==> src/logic/clockgen_params.svh <==
// Purpose: Constants for the clock generator SMBus configuration bank.
// Assumes: Register indices 0 to 4; bus pins sampled on the 10 MHz core clock.
// Notes: Reset values are whole bytes; the masks mark the bits software may change.
`ifndef CLOCKGEN_PARAMS_SVH
`define CLOCKGEN_PARAMS_SVH

`define REG_IDX_OUT_EN 8'h00
`define REG_IDX_SPREAD 8'h01
`define REG_IDX_SLEW 8'h02
`define REG_IDX_REFOUT 8'h03
`define REG_IDX_RSVD4 8'h04
`define REG_COUNT 5

`define RST_OUT_EN 8'h0F
`define RST_SPREAD 8'h06
`define RST_SLEW 8'hFF
`define RST_REFOUT 8'h5F
`define RST_RSVD4 8'h40

`define WMASK_OUT_EN 8'h0F
`define WMASK_SPREAD 8'h3B
`define WMASK_SLEW 8'h0F
`define WMASK_REFOUT 8'hF0

`define SLAVE_ADDR_HI 5'h1A
`define SLAVE_ADDR_LO 1'b0
`define BLOCK_READ_COUNT 8'h08
`define BYTE_LAST_BIT 4'h8
`define SDA_DRIVE_LEVEL 1'b0

`define SPREAD_RB_HI 7
`define SPREAD_RB_LO 6
`define SPREAD_SW_SEL 5
`define SPREAD_AMT_HI 4
`define SPREAD_AMT_LO 3
`define AMP_HI 1
`define AMP_LO 0
`define REF_SLEW_HI 7
`define REF_SLEW_LO 6
`define REF_PD_RUN 5
`define REF_OE 4

`define STRAP_LOW 2'h0
`define STRAP_MID 2'h1
`define RB_OFF 2'h0
`define RB_MID 2'h2
`define RB_HIGH 2'h3
`define DIS_HIZ 2'h1
`define DIS_HIGH 2'h3

`endif

==> src/logic/clockgen_pkg.sv <==
// Purpose: Shared types for the clock generator SMBus configuration bank.
// Assumes: Included constants header defines the numeric values.
// Notes: Types only; numbers live in the params header.
package clockgen_pkg;

	// Transaction phases of the slave controller.
	typedef enum logic [2:0] {
		ST_IDLE = 3'b000,
		ST_ADDR = 3'b001,
		ST_INDEX = 3'b010,
		ST_COUNT = 3'b011,
		ST_WDATA = 3'b100,
		ST_RCOUNT = 3'b101,
		ST_RDATA = 3'b110,
		ST_IGNORE = 3'b111
	} ctrl_state_e;

	// Spread amount applied to the PLL.
	typedef enum logic [1:0] {
		SPREAD_OFF = 2'b00,
		SPREAD_QUARTER = 2'b01,
		SPREAD_HALF = 2'b10
	} spread_amount_e;

endpackage

==> src/logic/smbus_byte_if.sv <==
// Purpose: Byte-level link between the SMBus bit engine and the register controller.
// Assumes: Single clock domain; pulses last one cycle.
// Notes: The engine owns the pins; the controller owns protocol decisions.
`timescale 1ns/100ps
interface smbus_byte_if;
	logic start_p; // Start or repeated start seen.
	logic stop_p; // Stop seen.
	logic rx_p; // Eighth bit of a byte taken.
	logic [7:0] rx_byte; // Byte just received.
	logic ack_p; // Ninth clock of a byte taken.
	logic ack_nack; // Level on the data line during that ninth clock.
	logic ack_en; // Controller wants the current byte acked.
	logic tx_mode; // Controller is sending the next byte.
	logic [7:0] tx_byte; // Byte the controller sends.

	modport engine (output start_p, stop_p, rx_p, rx_byte, ack_p, ack_nack,
		input ack_en, tx_mode, tx_byte);
	modport ctrl (input start_p, stop_p, rx_p, rx_byte, ack_p, ack_nack,
		output ack_en, tx_mode, tx_byte);
endinterface

==> src/logic/smbus_bit_engine.sv <==
// Purpose: SMBus slave bit engine: start/stop detection, byte shifting, ack and data drive.
// Assumes: Bus pins are synchronous to clk_i and slow against it.
// Notes: Drive changes only on a falling clock line, so data is steady while it is high.
`timescale 1ns/100ps
`include "clockgen_params.svh"
module smbus_bit_engine (
	input wire logic clk_i, // Core clock.
	input wire logic rst_i, // Synchronous reset, active high.
	input wire logic scl_i, // Bus clock level.
	input wire logic sda_i, // Bus data level.
	output logic sda_o, // Level driven when enabled.
	output logic sda_oe_o, // High while pulling the data line.
	smbus_byte_if.engine bus // Byte-level side.
);
	logic scl_reg;
	logic sda_reg;
	logic active_reg;
	logic active_next;
	logic [3:0] bitcnt_reg;
	logic [3:0] bitcnt_next;
	logic [7:0] shift_reg;
	logic [7:0] shift_next;
	logic drive_reg;
	logic drive_next;
	logic scl_rise;
	logic scl_fall;
	logic in_ack_slot;

	// Edge and condition detection on the sampled pins.
	assign scl_rise = scl_i & ~scl_reg;
	assign scl_fall = ~scl_i & scl_reg;
	assign bus.start_p = scl_i & scl_reg & sda_reg & ~sda_i;
	assign bus.stop_p = scl_i & scl_reg & ~sda_reg & sda_i;
	assign in_ack_slot = (bitcnt_reg == `BYTE_LAST_BIT);
	assign bus.rx_p = active_reg & scl_rise & (bitcnt_reg == `BYTE_LAST_BIT - 4'h1);
	assign bus.rx_byte = {shift_reg[6:0], sda_i};
	assign bus.ack_p = active_reg & scl_rise & in_ack_slot;
	assign bus.ack_nack = sda_i;
	assign sda_o = `SDA_DRIVE_LEVEL;
	assign sda_oe_o = drive_reg;

	// Bit counting and shifting; a start always restarts the byte framing.
	always_comb
	begin
		active_next = active_reg;
		bitcnt_next = bitcnt_reg;
		shift_next = shift_reg;
		drive_next = drive_reg;
		if (bus.start_p)
		begin
			active_next = 1'b1;
			bitcnt_next = 4'h0;
			drive_next = 1'b0;
		end
		else if (bus.stop_p)
		begin
			active_next = 1'b0;
			drive_next = 1'b0;
		end
		else if (active_reg && scl_rise)
		begin
			shift_next = {shift_reg[6:0], sda_i};
			bitcnt_next = in_ack_slot ? 4'h0 : bitcnt_reg + 4'h1;
		end
		else if (active_reg && scl_fall)
		begin
			if (in_ack_slot)
				drive_next = bus.ack_en;
			else
				drive_next = bus.tx_mode & ~bus.tx_byte[3'(7 - bitcnt_reg)];
		end
	end

	// State registers.
	always_ff @(posedge clk_i)
	begin
		if (rst_i)
		begin
			scl_reg <= 1'b1;
			sda_reg <= 1'b1;
			active_reg <= 1'b0;
			bitcnt_reg <= 4'h0;
			shift_reg <= 8'h00;
			drive_reg <= 1'b0;
		end
		else
		begin
			scl_reg <= scl_i;
			sda_reg <= sda_i;
			active_reg <= active_next;
			bitcnt_reg <= bitcnt_next;
			shift_reg <= shift_next;
			drive_reg <= drive_next;
		end
	end
endmodule // smbus_bit_engine

==> src/logic/clockgen_smbus_config_regs.sv <==
// Purpose: SMBus configuration bank for a four-output differential clock generator.
// Assumes: Pins synchronous to clk_i; disable state and power-down come from outside.
// Notes: Only indices 0 to 4 are held here; other indices read as zero.
`timescale 1ns/100ps
`include "clockgen_params.svh"
module clockgen_smbus_config_regs (
	input wire logic clk_i, // Core clock, 10 MHz.
	input wire logic rst_i, // Synchronous reset, active high.
	input wire logic scl_i, // SMBus clock.
	input wire logic sda_i, // SMBus data in.
	output logic sda_o, // SMBus data out level.
	output logic sda_oe_o, // SMBus data pull enable.
	input wire logic address_strap_pin_i, // Variable address bit strap.
	input wire logic [1:0] spread_strap_i, // Tri-level strap: 0 low, 1 mid, 2 high.
	input wire logic [3:0] diff_out_en_n_i, // Per-output enable pins, active low.
	input wire logic [1:0] disable_state_field_i, // Disable state selection.
	input wire logic power_down_i, // Device in power-down.
	output logic [3:0] diff_out_run_o, // 1 runs the output, 0 holds disable state.
	output logic [3:0] diff_out_slew_fast_o, // Per-output slew, 1 fast.
	output logic [1:0] diff_amplitude_o, // Amplitude code.
	output logic [1:0] spread_amount_o, // Applied spread amount.
	output logic [1:0] refout_slew_field_o, // Reference slew code.
	output logic refout_run_o, // Reference output toggling.
	output logic refout_oe_o, // Reference pad driven.
	output logic refout_level_o // Reference level while disabled.
);
	smbus_byte_if link ();
	clockgen_pkg::ctrl_state_e state_reg;
	clockgen_pkg::ctrl_state_e state_next;
	logic [7:0] out_en_reg;
	logic [7:0] spread_reg;
	logic [7:0] slew_reg;
	logic [7:0] refout_reg;
	logic [1:0] strap_rb_reg;
	logic addr_bit_reg;
	logic [7:0] ptr_reg;
	logic [7:0] ptr_next;
	logic [7:0] count_reg;
	logic [7:0] count_next;
	logic ack_reg;
	logic ack_next;
	logic wr_en;
	logic addr_match;
	logic [7:0] rd_data;
	logic [1:0] spread_sel;
	logic ref_run;
	logic [3:0] diff_run;

	// Keep software-writable bits, leave reserved bits at their power-up value.
	function automatic logic [7:0] masked_write(input logic [7:0] old, input logic [7:0] data,
		input logic [7:0] mask);
		masked_write = (old & ~mask) | (data & mask);
	endfunction

	// Map a software or readback spread code to the applied amount.
	function automatic logic [1:0] spread_decode(input logic [1:0] code, input logic sw);
		if (sw)
			spread_decode = (code == 2'b01) ? clockgen_pkg::SPREAD_QUARTER :
				(code == 2'b11) ? clockgen_pkg::SPREAD_HALF : clockgen_pkg::SPREAD_OFF;
		else
			spread_decode = (code == `RB_MID) ? clockgen_pkg::SPREAD_QUARTER :
				(code == `RB_HIGH) ? clockgen_pkg::SPREAD_HALF : clockgen_pkg::SPREAD_OFF;
	endfunction

	smbus_bit_engine engine_u (
		.clk_i(clk_i),
		.rst_i(rst_i),
		.scl_i(scl_i),
		.sda_i(sda_i),
		.sda_o(sda_o),
		.sda_oe_o(sda_oe_o),
		.bus(link.engine)
	);

	// Address compare and read data selection.
	assign addr_match = (link.rx_byte[7:1] == {`SLAVE_ADDR_HI, addr_bit_reg, `SLAVE_ADDR_LO});
	assign rd_data = (ptr_reg == `REG_IDX_OUT_EN) ? out_en_reg :
		(ptr_reg == `REG_IDX_SPREAD) ? {strap_rb_reg, spread_reg[5:0]} :
		(ptr_reg == `REG_IDX_SLEW) ? slew_reg :
		(ptr_reg == `REG_IDX_REFOUT) ? refout_reg :
		(ptr_reg == `REG_IDX_RSVD4) ? `RST_RSVD4 : 8'h00;
	assign link.tx_mode = (state_reg == clockgen_pkg::ST_RCOUNT) ||
		(state_reg == clockgen_pkg::ST_RDATA);
	assign link.tx_byte = (state_reg == clockgen_pkg::ST_RCOUNT) ? `BLOCK_READ_COUNT : rd_data;
	assign link.ack_en = ack_reg;
	assign wr_en = link.rx_p && (state_reg == clockgen_pkg::ST_WDATA) && (count_reg != 8'h00) &&
		(ptr_reg < 8'(`REG_COUNT));

	// Protocol sequencing for block write and block read.
	always_comb
	begin
		state_next = state_reg;
		ptr_next = ptr_reg;
		count_next = count_reg;
		ack_next = ack_reg;
		if (link.start_p)
		begin
			state_next = clockgen_pkg::ST_ADDR;
			ack_next = 1'b0;
		end
		else if (link.stop_p)
		begin
			state_next = clockgen_pkg::ST_IDLE;
			ack_next = 1'b0;
		end
		else if (link.ack_p)
		begin
			ack_next = 1'b0;
			// The address ack also ends in the count state, with our own pull still flagged.
			// Only the host's answer to the count byte may move on, or the count is skipped.
			if (link.tx_mode && link.ack_nack)
				state_next = clockgen_pkg::ST_IGNORE;
			else if ((state_reg == clockgen_pkg::ST_RCOUNT) && !ack_reg)
				state_next = clockgen_pkg::ST_RDATA;
			else if (state_reg == clockgen_pkg::ST_RDATA)
				ptr_next = ptr_reg + 8'h01;
		end
		else if (link.rx_p)
		begin
			ack_next = 1'b1;
			case (state_reg)
				clockgen_pkg::ST_ADDR:
				begin
					ack_next = addr_match;
					if (!addr_match)
						state_next = clockgen_pkg::ST_IGNORE;
					else if (link.rx_byte[0])
						state_next = clockgen_pkg::ST_RCOUNT;
					else
						state_next = clockgen_pkg::ST_INDEX;
				end
				clockgen_pkg::ST_INDEX:
				begin
					ptr_next = link.rx_byte;
					state_next = clockgen_pkg::ST_COUNT;
				end
				clockgen_pkg::ST_COUNT:
				begin
					count_next = link.rx_byte;
					state_next = clockgen_pkg::ST_WDATA;
				end
				clockgen_pkg::ST_WDATA:
				begin
					if (count_reg != 8'h00)
						count_next = count_reg - 8'h01;
					if (ptr_reg != 8'hFF)
						ptr_next = ptr_reg + 8'h01;
				end
				clockgen_pkg::ST_RCOUNT, clockgen_pkg::ST_RDATA, clockgen_pkg::ST_IGNORE,
				clockgen_pkg::ST_IDLE:
					ack_next = 1'b0;
				default:
					ack_next = 1'b0;
			endcase
		end
	end

	// Controller state.
	always_ff @(posedge clk_i)
	begin
		if (rst_i)
		begin
			state_reg <= clockgen_pkg::ST_IDLE;
			ptr_reg <= 8'h00;
			count_reg <= 8'h00;
			ack_reg <= 1'b0;
		end
		else
		begin
			state_reg <= state_next;
			ptr_reg <= ptr_next;
			count_reg <= count_next;
			ack_reg <= ack_next;
		end
	end

	// Straps are caught while reset is held, so they stay put afterwards.
	always_ff @(posedge clk_i)
	begin
		if (rst_i)
		begin
			addr_bit_reg <= address_strap_pin_i;
			strap_rb_reg <= (spread_strap_i == `STRAP_LOW) ? `RB_OFF :
				(spread_strap_i == `STRAP_MID) ? `RB_MID : `RB_HIGH;
		end
	end

	// Configuration registers, written one byte per received data byte.
	always_ff @(posedge clk_i)
	begin
		if (rst_i)
		begin
			out_en_reg <= `RST_OUT_EN;
			spread_reg <= `RST_SPREAD;
			slew_reg <= `RST_SLEW;
			refout_reg <= `RST_REFOUT;
		end
		else if (wr_en)
		begin
			if (ptr_reg == `REG_IDX_OUT_EN)
				out_en_reg <= masked_write(out_en_reg, link.rx_byte, `WMASK_OUT_EN);
			if (ptr_reg == `REG_IDX_SPREAD)
				spread_reg <= masked_write(spread_reg, link.rx_byte, `WMASK_SPREAD);
			if (ptr_reg == `REG_IDX_SLEW)
				slew_reg <= masked_write(slew_reg, link.rx_byte, `WMASK_SLEW);
			if (ptr_reg == `REG_IDX_REFOUT)
				refout_reg <= masked_write(refout_reg, link.rx_byte, `WMASK_REFOUT);
		end
	end

	// Effective controls derived from the registers and the pins.
	assign diff_run = out_en_reg[3:0] & ~diff_out_en_n_i;
	assign spread_sel = spread_reg[`SPREAD_SW_SEL] ?
		spread_reg[`SPREAD_AMT_HI:`SPREAD_AMT_LO] : strap_rb_reg;
	assign ref_run = refout_reg[`REF_OE] & (~power_down_i | refout_reg[`REF_PD_RUN]);

	// Outputs are registered so the analog side sees clean levels.
	always_ff @(posedge clk_i)
	begin
		if (rst_i)
		begin
			diff_out_run_o <= 4'h0;
			diff_out_slew_fast_o <= 4'(`RST_SLEW);
			diff_amplitude_o <= 2'(`RST_SPREAD);
			spread_amount_o <= clockgen_pkg::SPREAD_OFF;
			refout_slew_field_o <= 2'(`RST_REFOUT >> `REF_SLEW_LO);
			refout_run_o <= 1'b0;
			refout_oe_o <= 1'b0;
			refout_level_o <= 1'b0;
		end
		else
		begin
			diff_out_run_o <= diff_run;
			diff_out_slew_fast_o <= slew_reg[3:0];
			diff_amplitude_o <= spread_reg[`AMP_HI:`AMP_LO];
			spread_amount_o <= spread_decode(spread_sel, spread_reg[`SPREAD_SW_SEL]);
			refout_slew_field_o <= refout_reg[`REF_SLEW_HI:`REF_SLEW_LO];
			refout_run_o <= ref_run;
			refout_oe_o <= ref_run | (disable_state_field_i != `DIS_HIZ);
			refout_level_o <= ~ref_run & (disable_state_field_i == `DIS_HIGH);
		end
	end
endmodule // clockgen_smbus_config_regs

==> config.mk <==
export PLATFORM = sky130hd
export DESIGN_NAME = clockgen_smbus_config_regs
export DESIGN_NICKNAME = d
export VERILOG_FILES = /design/src/logic/clockgen_pkg.sv /design/src/logic/smbus_byte_if.sv /design/src/logic/smbus_bit_engine.sv /design/src/logic/clockgen_smbus_config_regs.sv
export VERILOG_INCLUDE_DIRS = /design/src /design/src/logic
export SDC_FILE = /design/constraint.sdc
export NUM_CORES = 1
export LEC_CHECK = 0
export ABC_AREA = 1
export ABC_CLOCK_PERIOD_IN_PS = 2350
export BUFFER_PORTS_ARGS = -buffer_cell sky130_fd_sc_hd__buf_2
export CORE_MARGIN = 3
export CORE_UTILIZATION = 58
export DETAILED_ROUTE_END_ITERATION = 8
export PLACE_DENSITY = 0.78
export SLEW_MARGIN = 0
export SYNTH_ARGS = -nofsm -noshare
export SYNTH_HDL_FRONTEND = slang
export SYNTH_SLANG_ARGS = --single-unit
==> constraint.sdc <==
create_clock -name clk_i -period 2.35 [get_ports clk_i]
set_input_delay 0.235 -clock clk_i [delete_from_list [all_inputs] [get_ports clk_i]]
set_output_delay 0.235 -clock clk_i [all_outputs]
set_load 0.05 [all_outputs]
### After elaboration in Yosys (flattened, before gate mapping)

Cells that the tools add are included.
Widths: inputs -> output; s select.

* register bits: 87
* input bits: 14

* reductions and logical operators: 35
* add/subtract/negate cells: 4
* $lt $le $gt $ge: 2
* muxes and demuxes: 37
* bitwise logic cells: 32
* equal/unequal tests: 28

Operators with widths (number)
* $mux 8: 12
* $pmux 8 s2: 2
* $mux 3: 6
* $eq 8x2->1 const B: 2
* $or 8x4->8: 2
* $and 1x1->1: 13
* $eq 3x3->1 const B: 4
* $reduce_and 2->1: 6
* $not 1->1: 11
* $mux 2: 5
* $pmux 3 s3: 1
* $reduce_and 3->1: 3
* $add 8x1->8 const B: 1
* $eq 8x1->1 const B: 1
* $eq 8x3->1 const B: 1
* $logic_not 8->1: 1
* $lt 8x3->1 const B: 1
* $ne 8x8->1 const B: 1
* $or 4x8->8: 1
* $or 8x6->8: 1
* $reduce_and 8->1: 1
* $reduce_bool 4->1: 2
* $reduce_bool 8->1: 1
* $reduce_or 4->1: 2
* 35 further kinds: 57

### Depth between registers and ports, before layout

Gate-level depths: netlist of run 1.

* word-level depth: 12
* gate-level depth with buffers: 15
* depth with buffers taken out: 15

### Cells and area by module

Synthesis of run 1 repeated with hierarchy kept, for this count alone.

* cell total of the unflattened synthesis: 561
* area, all modules: 3876.2 µm²

Modules (own cells, without submodules)
* clockgen_smbus_config_regs: cells each 450, instances 1, area an instance 3052.9 µm²
* smbus_bit_engine: cells each 111, instances 1, area an instance 823.3 µm²

### Worst setup path before layout of run 1

OpenSTA, ideal clock, no wires.

* kind: flip-flop to flip-flop
* start: reg engine_u.bitcnt_reg[0]
* end: reg ptr_reg[6]
* data required time: 2218 ps
* library setup time: 132 ps
* stages on the path, launching flop included: 14
* slack: 422 ps
* path buffers: 1
* arrival: 1796 ps
* path through: dfxtp_1 clkbuf_1 inv_1 ha_1 nand3_2 nor2_8 nor2_2 nand2_1 nand3_2 nor2_4 inv_4 a21oi_2 o21ai_1 a21oi_1

* word-level cells in the longest chain between the ends: 4

Ends and longest elaborated chain
* start, declared: RTL line smbus_bit_engine.sv:19 `logic [3:0] bitcnt_reg;`
* start signal, assigned: RTL line smbus_bit_engine.sv:91 `bitcnt_reg <= bitcnt_next;`
* $eq 4x4->1 (no line) or $eq 4x3->1 (tied branches)
* $and 1x1->1 (on tied branches): RTL line smbus_bit_engine.sv:37, smbus_bit_engine.sv:35
* $ne 3x1->1 (no line), or another cell as far along
* $reduce_and 8->1 (no line)
* end signal, assigned: RTL line clockgen_smbus_config_regs.sv:171 `ptr_reg <= ptr_next;`
* end, declared: RTL line clockgen_smbus_config_regs.sv:36 `logic [7:0] ptr_reg;`

Parallel ways exist; a longest one is shown, timed or not.
A chain may end at the register's enable or synchronous reset.

### Worst setup path in the final report of run 1

* start: reg engine_u.bitcnt_reg[0]
* end: reg ptr_reg[4]

The elaborated chain is that of the path after synthesis.

==> flow_summary.toml, run 1 <==
[sta]
tns_ns = 0
rsz0062_at_grt = "false"
timing_hold_violations_final = 0
final.setup_skew_ns = 0.00493
finalCritPeriodShare_pct = 89.7
max_clock_freq_mhz = 475
min_period_ns = 2.11
setup-violations-final = 0
final_max_slew_viol_count = 0

[floorplan]
dieArea_sq_um = 7190
top_level_ports = 33
rows = 28
die_x_um = 84.8
start_util_pct = 60.5
die_y_um = 84.8
core-area_sq_um = 5960

[clocking]
cts_tree = "built"
clock_latency_ns = 0.35
cts_resized = 0
clkTransAtPathRegs_ns = 0.08
htree_levels = 3
ctsRootBufferMaster = "clkbuf_8"
cts_max_path_buffers = 2
numClockSinks = 72
hold_buffers = 0
cts_setup_buffers = 0
cts_made_buffers = 9

[power]
power_frac_seq_pct = 48.7
power.internal_w = 0.00201
power-per-cell-area_nw_per_um2 = 635
power.switching_w = 0.000576
pwr-share-comb_pct = 5.1
leakage_nw = 1.86
switching_share_pct = 22.3
clkPwrFrac_pct = 46.2
fin_total_pwr_w = 0.00259
vdd_drop_max_mv = 0.485

[setup_path]
end_kind = "register"
cpMaxStageDelayCell = "dfxtp_1"
setup.worst_path.class = "register to register"
worstPathRequired_ns = 2.58
slowest_delay_ns = 0.35
startpoint_type = "register"
cpMostUsedCell = "nand3_2"
path_cells = "buf_4 -> inv_1 -> ha_1 -> nand3_2 -> nor2_8 -> nor2_2 -> nand2_1 -> nand3_2 -> nor2_4 -> inv_4 -> o21ai_0 -> a21oi_1"
path_max_fanout = 10
arrival_ns = 2.34

[logic_synthesis]
synthTopCellsByCount = "nand2_1, dfxtp_1, inv_1, nor2_1, o21ai_0"
synthCells = 503
yosysTopAreaCell = "dfxtp_1"
yosys_warnings = 0
netlist_top_cells_area = "dfxtp_1, nand2_1, inv_1, o21ai_0, a21oi_1"
synth-seq-cells = 72
yosysUniqueCellTypes = 37
synth_nets = 525
synth_most_common_cell = "nand2_1"
synth_area_sq_um = 3600
synthArstFlopShare_pct = 0
syn_avg_cell_area_sq_um = 7.16
ys_seq_area_share_pct = 40.8
yosysTopAreaCellShare_pct = 38.3
synth_edf_count = 3
synth-main-ff-cell = "dfxtp_1"

[global_route]
grt_remaining_overflow = 0
grt_usage_pct = 26.1
grt_pass1_vias = 3255
antenna_found_initial = 0
grt_pass1_wl_mm = 14.9
grt_max_degree = 40

[placement]
port-buffer-count = 31
dpl.hpwl_mm = 6.54
finalWeightedCongestion = 0.923

[routing]
ant_nets = 0
avgRoutedWirePerCell_um = 14.4
routed_wirelength_mm = 8.89
vias = 3472
drtPass1Iterations = 5
drt_iter0_markers = 269
avgViaCountPerCell = 5.63
route.detailed.drc = 0

[cells_and_area]
drive_gt1_share_pct = 15.7
antennaDiodeCount = 0
nets = 559
fillCellCount = 528
area_growth_pct = 13.1

[outcome]
status = "completed"

[hold_path]
hold_class = "input pin to register"

[flow_run]
cap_violations = 0
==> stage by stage <==
step	hold WS, ns	utilization [%]	worst slack, ns	instances	cell area (sq um)
final	0.0327	68.4	0.243	617	4080
after global routing	0.0341	68.4	0.0113	617	4080
after CTS	0.0259	68.4	0.245	617	4080
after detailed placement	0.395	64.3	0.253	601	3830
after global placement	0.392	64.3	0.295	601	3830
after floorplan	0.307	-	0.422	503	3600
==> per-layer routing <==
| metal | GRT usage, % | vias to the layer above | wire length, um |
|---|---|---|---|
| met5 | 0 | - | 0 |
| met4 | 15.0 | 0 | 363 |
| met3 | 4.61 | 35 | 645 |
| met2 | 43.6 | 153 | 4210 |
| met1 | 31.5 | 1561 | 3670 |
| li1 | - | 1723 | - |
==> power by group through the flow <==
| stage | combinational (W) | sequential, W | clock [W] |
|---|---|---|---|
| 6_report | 0.000133 | 0.00126 | 0.00120 |
| 5_1_grt | 0.000146 | 0.00126 | 0.00126 |
| 4_1_cts | 0.000132 | 0.00126 | 0.00121 |
| 3_5_place_dp | 0.000131 | 0.00129 | 0 |
| 3_3_place_gp | 0.000130 | 0.00129 | 0 |
| 2_1_floorplan | 0.0000618 | 0.00131 | 0 |
==> worst paths after layout <==
kind / start / to / slack, ns / cells after the start
max: engine_u.bitcnt_reg[0]$_SDFFE_PP0P_ / ptr_reg[4]$_SDFFE_PP0P_ / 0.24 / 12
min reg2reg: slew_reg[2]$_SDFFE_PP1P_ / diff_out_slew_fast_o[2]$_SDFF_PP1_ / 0.46 / 2
min: diff_out_en_n_i[3] / diff_out_run_o[3]$_SDFF_PP0_ / 0.03 / 2
max reg2reg: engine_u.bitcnt_reg[0]$_SDFFE_PP0P_ / ptr_reg[4]$_SDFFE_PP0P_ / 0.24 / 12
==> cells by family after synthesis <==
| logic type | Yosys count | synth area share [%] |
|---|---|---|
| AOI/OAI and AO/OA | 126 | 19.5 |
| xor gates and xnor gates | 6 | 1.46 |
| and+or+nand+nor | 202 | 25.8 |
| other | 1 | 0.104 |
| DFF | 72 | 40.8 |
| adders and majority gates | 8 | 2.78 |
| buffers and inverters | 88 | 9.45 |
==> final cells by class <==
class	count	area, sq um	share of cell area, %
clock inverters	6	106	2.61
clock buffers	10	138	3.38
multi-input cells	343	1790	43.9
well taps	75	93.8	2.30
inverters	76	290	7.12
flip-flops and latches	72	1470	36.1
repair buffers	35	185	4.54
==> cells in the final DEF, fill, tap and decap left out <==
master       n
nand2_1     95
dfxtp_1     69
inv_1       67
nor2_1      46
o21ai_0     45
a21oi_1     44
buf_2       31
nand3_1     19
o211ai_1    13
nor3_1      11
clkbuf_8    10
a31oi_1      8
ha_1         8
inv_2        7
nand2_2      6
xor2_1       6
nor2_2       5
nand4_1      5
or2_2        4
o21ai_1      4
o22ai_1      4
a211oi_1     4
buf_4        4
nand3_2      3
nor2_4       3
edfxtp_1     3
bufinv_16    3
inv_4        2
a21oi_2      2
nand3_4      1
nor2_8       1
nor3_2       1
nand3b_1     1
o22a_1       1
nor3b_1      1
o2111ai_1    1
conb_1       1
clkinv_1     1
clkinv_2     1
clkinvlp_4   1
==> critical path: cells and delay by family (launching register included) <==
family | cells | cell delay (ns)
AOI/OAI and AO/OA | 2 | 0.27
DFF | 1 | 0.35
buffers and inverters | 3 | 0.40
and+or+nand+nor | 6 | 0.79
adders and majority gates | 1 | 0.18
No activity file was read; power rests on OpenSTA's default activity.
==> run 2, diff against run 1 <==
ABC_CLOCK_PERIOD_IN_PS = 2450   (was 2350)
MAX_ROUTING_LAYER = met4   (was default)
clock period = 2.45 ns   (was 2.35 ns; I/O delays follow)
==> run 2 against run 1 <==
Fmax rose by 1.4%. Register-to-register slack improved by 0.13 ns. Clock skew grew 0.0062 ns. Flip-flop and latch count did not move. Wire length about the same. Core utilization down 0.65 points. Power decreased by 8.1%. Sequential power fell by 4%. Die area stayed put. Critical path type unchanged. Largest cell class unchanged. Largest power group unchanged. Highest routed layer unchanged.
==> flow_summary.toml, run 2 (synthesized netlist as in run 1, its figures left out) <==
[sta]
final_max_slew_viol_count = 0
relSlewSlack_pct = 65.1
setup-violations-final = 0
final.setup_skew_ns = 0.0112
worstMarginPinSlew_ns = 0.523
finalCritPeriodShare_pct = 84.8
max_clock_freq_mhz = 481
rsz0062_at_grt = "false"
min_period_ns = 2.08
timing_hold_violations_final = 0
tns_ns = 0
fin_ws_ns = 0.372

[cells_and_area]
layout_common_cells = "nand2_1, dfxtp_1, inv_1"
multiInputGateArea_sq_um = 1790
fillCellCount = 520
finish.utilization_pct = 67.8
area_growth_pct = 12.1
nets = 557
layout_commonest_cell = "nand2_1"
antennaDiodeCount = 0
regArea_sq_um = 1470
drive_gt1_share_pct = 15.6

[floorplan]
top_level_ports = 33
die_x_um = 84.8
core-area_sq_um = 5960
dieArea_sq_um = 7190
die_y_um = 84.8
start_util_pct = 60.5
rows = 28

[routing]
drtPass1Iterations = 5
route.detailed.drc = 0
vias = 3390
avgViaCountPerCell = 5.51
avgRoutedWirePerCell_um = 14.5
routed_wirelength_mm = 8.89
ant_nets = 0
drt_iter0_markers = 257

[setup_path]
ff2ff_path_depth = 10
path_cells = "ha_1 -> inv_1 -> nor3_2 -> nand2_2 -> inv_1 -> nand4_1 -> inv_1 -> nand2_1 -> nand2_1 -> o211ai_1"
path_depth = 10
cpMaxStageDelayCell = "dfxtp_1"
arrival_ns = 2.30
worstPathRequired_ns = 2.67
setup.worst_path.class = "register to register"
startpoint_type = "register"
cpMostUsedCell = "inv_1"
crit_family = "simple AND/OR/NAND/NOR gates"
timing.critical_path.buf_inv = 3
path_max_fanout = 8
end_kind = "register"
slowest_delay_ns = 0.43

[clocking]
clock_latency_ns = 0.36
numClockSinks = 72
cts_tree = "built"
htree_levels = 3
cts_made_buffers = 9
cts_setup_buffers = 0
cts_resized = 0
ctsRootBufferMaster = "clkbuf_8"
hold_buffers = 0
cts_max_path_buffers = 2
clkTransAtPathRegs_ns = 0.08

[hold_path]
min_path_cells = 2
hold_class = "input pin to register"

[global_route]
grt_pass1_wl_mm = 14.6
grt_usage_pct = 26.1
grt_remaining_overflow = 0
grt_max_degree = 40
antenna_found_initial = 0
grt_pass1_vias = 3081

[placement]
dpl.hpwl_mm = 6.26
port-buffer-count = 31
place_ws_ns = 0.424
finalWeightedCongestion = 0.980

[power]
leakage_nw = 1.84
vdd_drop_max_mv = 0.423
power-per-cell-area_nw_per_um2 = 589
fin_total_pwr_w = 0.00238

[outcome]
status = "completed"

[flow_run]
cap_violations = 0
==> run 2: layout make-up <==
| class | instances | share of cell area [%] |
|---|---|---|
| Clock buffer | 9 | 3.07 |
| Clock inverter | 7 | 2.39 |
| Inverter | 76 | 7.19 |
| Multi-Input combinational cell | 343 | 44.4 |
| Sequential cell | 72 | 36.5 |
| Tap cell | 75 | 2.32 |
| Timing Repair Buffer | 33 | 4.22 |
==> run 2: power breakdown <==
group,leakage [nW],switching [W],internal [W]
combinational,1.14,0.0000923,0.0000335
sequential,0.589,0.0000122,0.00120
clock,0.101,0.000472,0.000572
==> run 2: worst paths after layout <==
path,slack [ns],to,startpoint
setup / recovery,0.37,out_en_reg[1]$_SDFFE_PP1P_,engine_u.bitcnt_reg[1]$_SDFFE_PP0P_
hold / removal,0.03,diff_out_run_o[3]$_SDFF_PP0_,diff_out_en_n_i[3]
setup reg to reg,0.37,out_en_reg[1]$_SDFFE_PP1P_,engine_u.bitcnt_reg[1]$_SDFFE_PP0P_
hold reg to reg,0.46,refout_slew_field_o[1]$_SDFF_PP0_,refout_reg[7]$_SDFFE_PP0P_
==> run 2: worst reg2reg max path: cells and delay by family (launching register included) <==
kind	cells	cell delay [ns]
simple gates	5	0.88
flops	1	0.43
buf+inv	3	0.36
fa+ha+maj	1	0.18
compound gates	1	0.10
==> run 2: per-stage QoR <==
step                cell area, sq um  std cells  hold slack, ns
floorplan                       3600        503           0.317
global placement                3820        599           0.403
CTS                             4040        615          0.0241
detailed placement              3820        599           0.406
finish                          4040        615          0.0291
global route                    4040        615          0.0304
==> run 2: per-layer routing <==
layer / up-vias / wire length, um / track usage [%]
met2: 120 / 4230 / 42.1
met5: - / 0 / -
met3: 21 / 573 / 3.83
met1: 1536 / 3860 / 32.4
li1: 1713 / - / -
met4: 0 / 229 / 11.5
==> run 3, diff against run 2 <==
ABC_CLOCK_PERIOD_IN_PS = 2140   (was 2450)
clock period = 2.14 ns   (was 2.45 ns; I/O delays follow)
==> run 3 against run 2 <==
Largest cell class unchanged. Power rose by 13%. Die area did not move. Design area rose by 1.1%. Hold slack got worse by 0.022 ns.
==> flow_summary.toml, run 3 (synthesized netlist as in run 1, its figures left out) <==
[floorplan]
top_level_ports = 33
core-area_sq_um = 5960
die_y_um = 84.8
dieArea_sq_um = 7190
start_util_pct = 60.5
rows = 28
die_x_um = 84.8

[cells_and_area]
multiInputGateArea_sq_um = 1800
drive_gt1_share_pct = 16.3
nets = 564
antennaDiodeCount = 0
regArea_sq_um = 1470
design_area_sq_um = 4080
area_growth_pct = 13.3
layout_commonest_cell = "nand2_1"
fillCellCount = 542
layout_common_cells = "nand2_1, dfxtp_1, inv_1"

[global_route]
grtUsageMet1_pct = 33.0
grt_max_degree = 44
grt_usage_pct = 26.2
busiest_layer = "met2"
antenna_found_initial = 0
grt_remaining_overflow = 0
grt_pass1_wl_mm = 14.6
grt_pass1_vias = 3118
gr-usage-met2_pct = 42.5
grtUsageMet3_pct = 3.73

[power]
vdd_drop_max_mv = 0.390
power.internal_w = 0.00206
switching_share_pct = 22.9
leakage_nw = 1.87
power_frac_seq_pct = 51.7
pwr-share-comb_pct = 5.4
clkPwrFrac_pct = 42.9
power-per-cell-area_nw_per_um2 = 656
power.switching_w = 0.000612

[routing]
avgViaCountPerCell = 5.42
routed_wirelength_mm = 8.63
ant_nets = 0
drt_iter0_markers = 162
vias = 3372
drtPass1Iterations = 5
avgRoutedWirePerCell_um = 13.9
route.detailed.drc = 0

[sta]
min_period_ns = 1.99
tns_ns = 0
timing_hold_violations_final = 0
setup-violations-final = 0
final_max_slew_viol_count = 0
max_clock_freq_mhz = 503
rsz0062_at_grt = "true"
final.setup_skew_ns = 0.0102
finalCritPeriodShare_pct = 92.8

[setup_path]
crit_family = "simple AND/OR/NAND/NOR gates"
startpoint_type = "register"
timing.critical_path.buf_inv = 3
reg2reg_to = "count_reg[6]$_SDFFE_PP0P_"
end_kind = "register"
ff2ff_path_depth = 12
arrival_ns = 2.21
ff2ff_setup_slack_ns = 0.15
setup.worst_path.class = "register to register"
worstPathRequired_ns = 2.37
path_cells = "inv_1 -> ha_1 -> inv_1 -> nor2_1 -> nand2_1 -> nor2_2 -> nand4_1 -> or2_2 -> nand2_4 -> inv_2 -> o21ai_0 -> a31oi_1"
r2r-start = "count_reg[0]$_SDFFE_PP0P_"
cpMostUsedCell = "inv_1"
cpMaxStageDelayCell = "or2_2"
slowest_delay_ns = 0.34
path_max_fanout = 9

[flow_run]
cap_violations = 0

[hold_path]
min_to = "diff_out_run_o[3]$_SDFF_PP0_"
min_path_cells = 2
min_from = "diff_out_en_n_i[3]"
hold_class = "input pin to register"

[outcome]
status = "completed"

[clocking]
cts_max_path_buffers = 2
numClockSinks = 72
clkTransAtPathRegs_ns = 0.08
cts_tree = "built"
ctsRootBufferMaster = "clkbuf_8"
htree_levels = 3
cts_made_buffers = 9
clock_latency_ns = 0.35
hold_buffers = 0

[placement]
port-buffer-count = 31
finalWeightedCongestion = 1.04
placed_area_sq_um = 3850
dpl.hpwl_mm = 6.42
-- run 3: layout make-up --
type	instances	share of cell area [%]
Timing Repair Buffer	40	5.46
Clock buffer	12	3.31
Tap cell	75	2.30
Inverter	76	7.11
Clock inverter	4	1.72
Multi-Input combinational cell	343	44.1
Sequential cell	72	36.1
-- run 3: worst max path at each step --
stage,from,slack [ns],to,depth (start not counted)
2_1_floorplan,engine_u.bitcnt_reg[0]$_SDFFE_PP0P_,0.21,ptr_reg[6]$_SDFFE_PP0P_,13
3_3_place_gp,count_reg[0]$_SDFFE_PP0P_,0.14,count_reg[1]$_SDFFE_PP0P_,12
3_5_place_dp,count_reg[0]$_SDFFE_PP0P_,0.08,count_reg[1]$_SDFFE_PP0P_,12
4_1_cts,count_reg[0]$_SDFFE_PP0P_,0.07,count_reg[1]$_SDFFE_PP0P_,12
5_1_grt,engine_u.bitcnt_reg[1]$_SDFFE_PP0P_,-0.009,out_en_reg[3]$_SDFFE_PP1P_,10
6_report,count_reg[0]$_SDFFE_PP0P_,0.15,count_reg[6]$_SDFFE_PP0P_,12
-- run 3: repair_timing --
item | 4_1_cts | 5_1_grt
gates resized for setup | 0 | 4
setup endpoints to repair | 0 | 10
hold endpoints to repair | 0 | 0
buffers inserted | 0 | 2
-- run 3: through the flow --
stage,setup WS [ns],util [%],hold WS (ns),instances,total power [W]
floorplan,0.212,-,0.286,503,0.00151
finish,0.153,68.5,0.00757,622,0.00268
global placement,0.136,64.7,0.371,604,0.00156
detailed placement,0.0847,64.7,0.374,604,0.00156
CTS,0.0706,68.2,0.00422,620,0.00268
global route,-0.00914,68.5,0.0158,622,0.00276
-- run 3: power groups by stage --
stage | Sequential [W] | Combinational (W) | Clock, W
final | 0.00138 | 0.000145 | 0.00115
after global routing | 0.00138 | 0.000161 | 0.00121
after CTS | 0.00138 | 0.000145 | 0.00115
after detailed placement | 0.00141 | 0.000144 | 0
after global placement | 0.00141 | 0.000142 | 0
after floorplan | 0.00144 | 0.0000679 | 0
-- run 3: per-layer routing --
layer,wire (um),up-vias
met3,482,16
met4,143,0
li1,-,1728
met1,3970,1525
met5,0,-
met2,4030,103
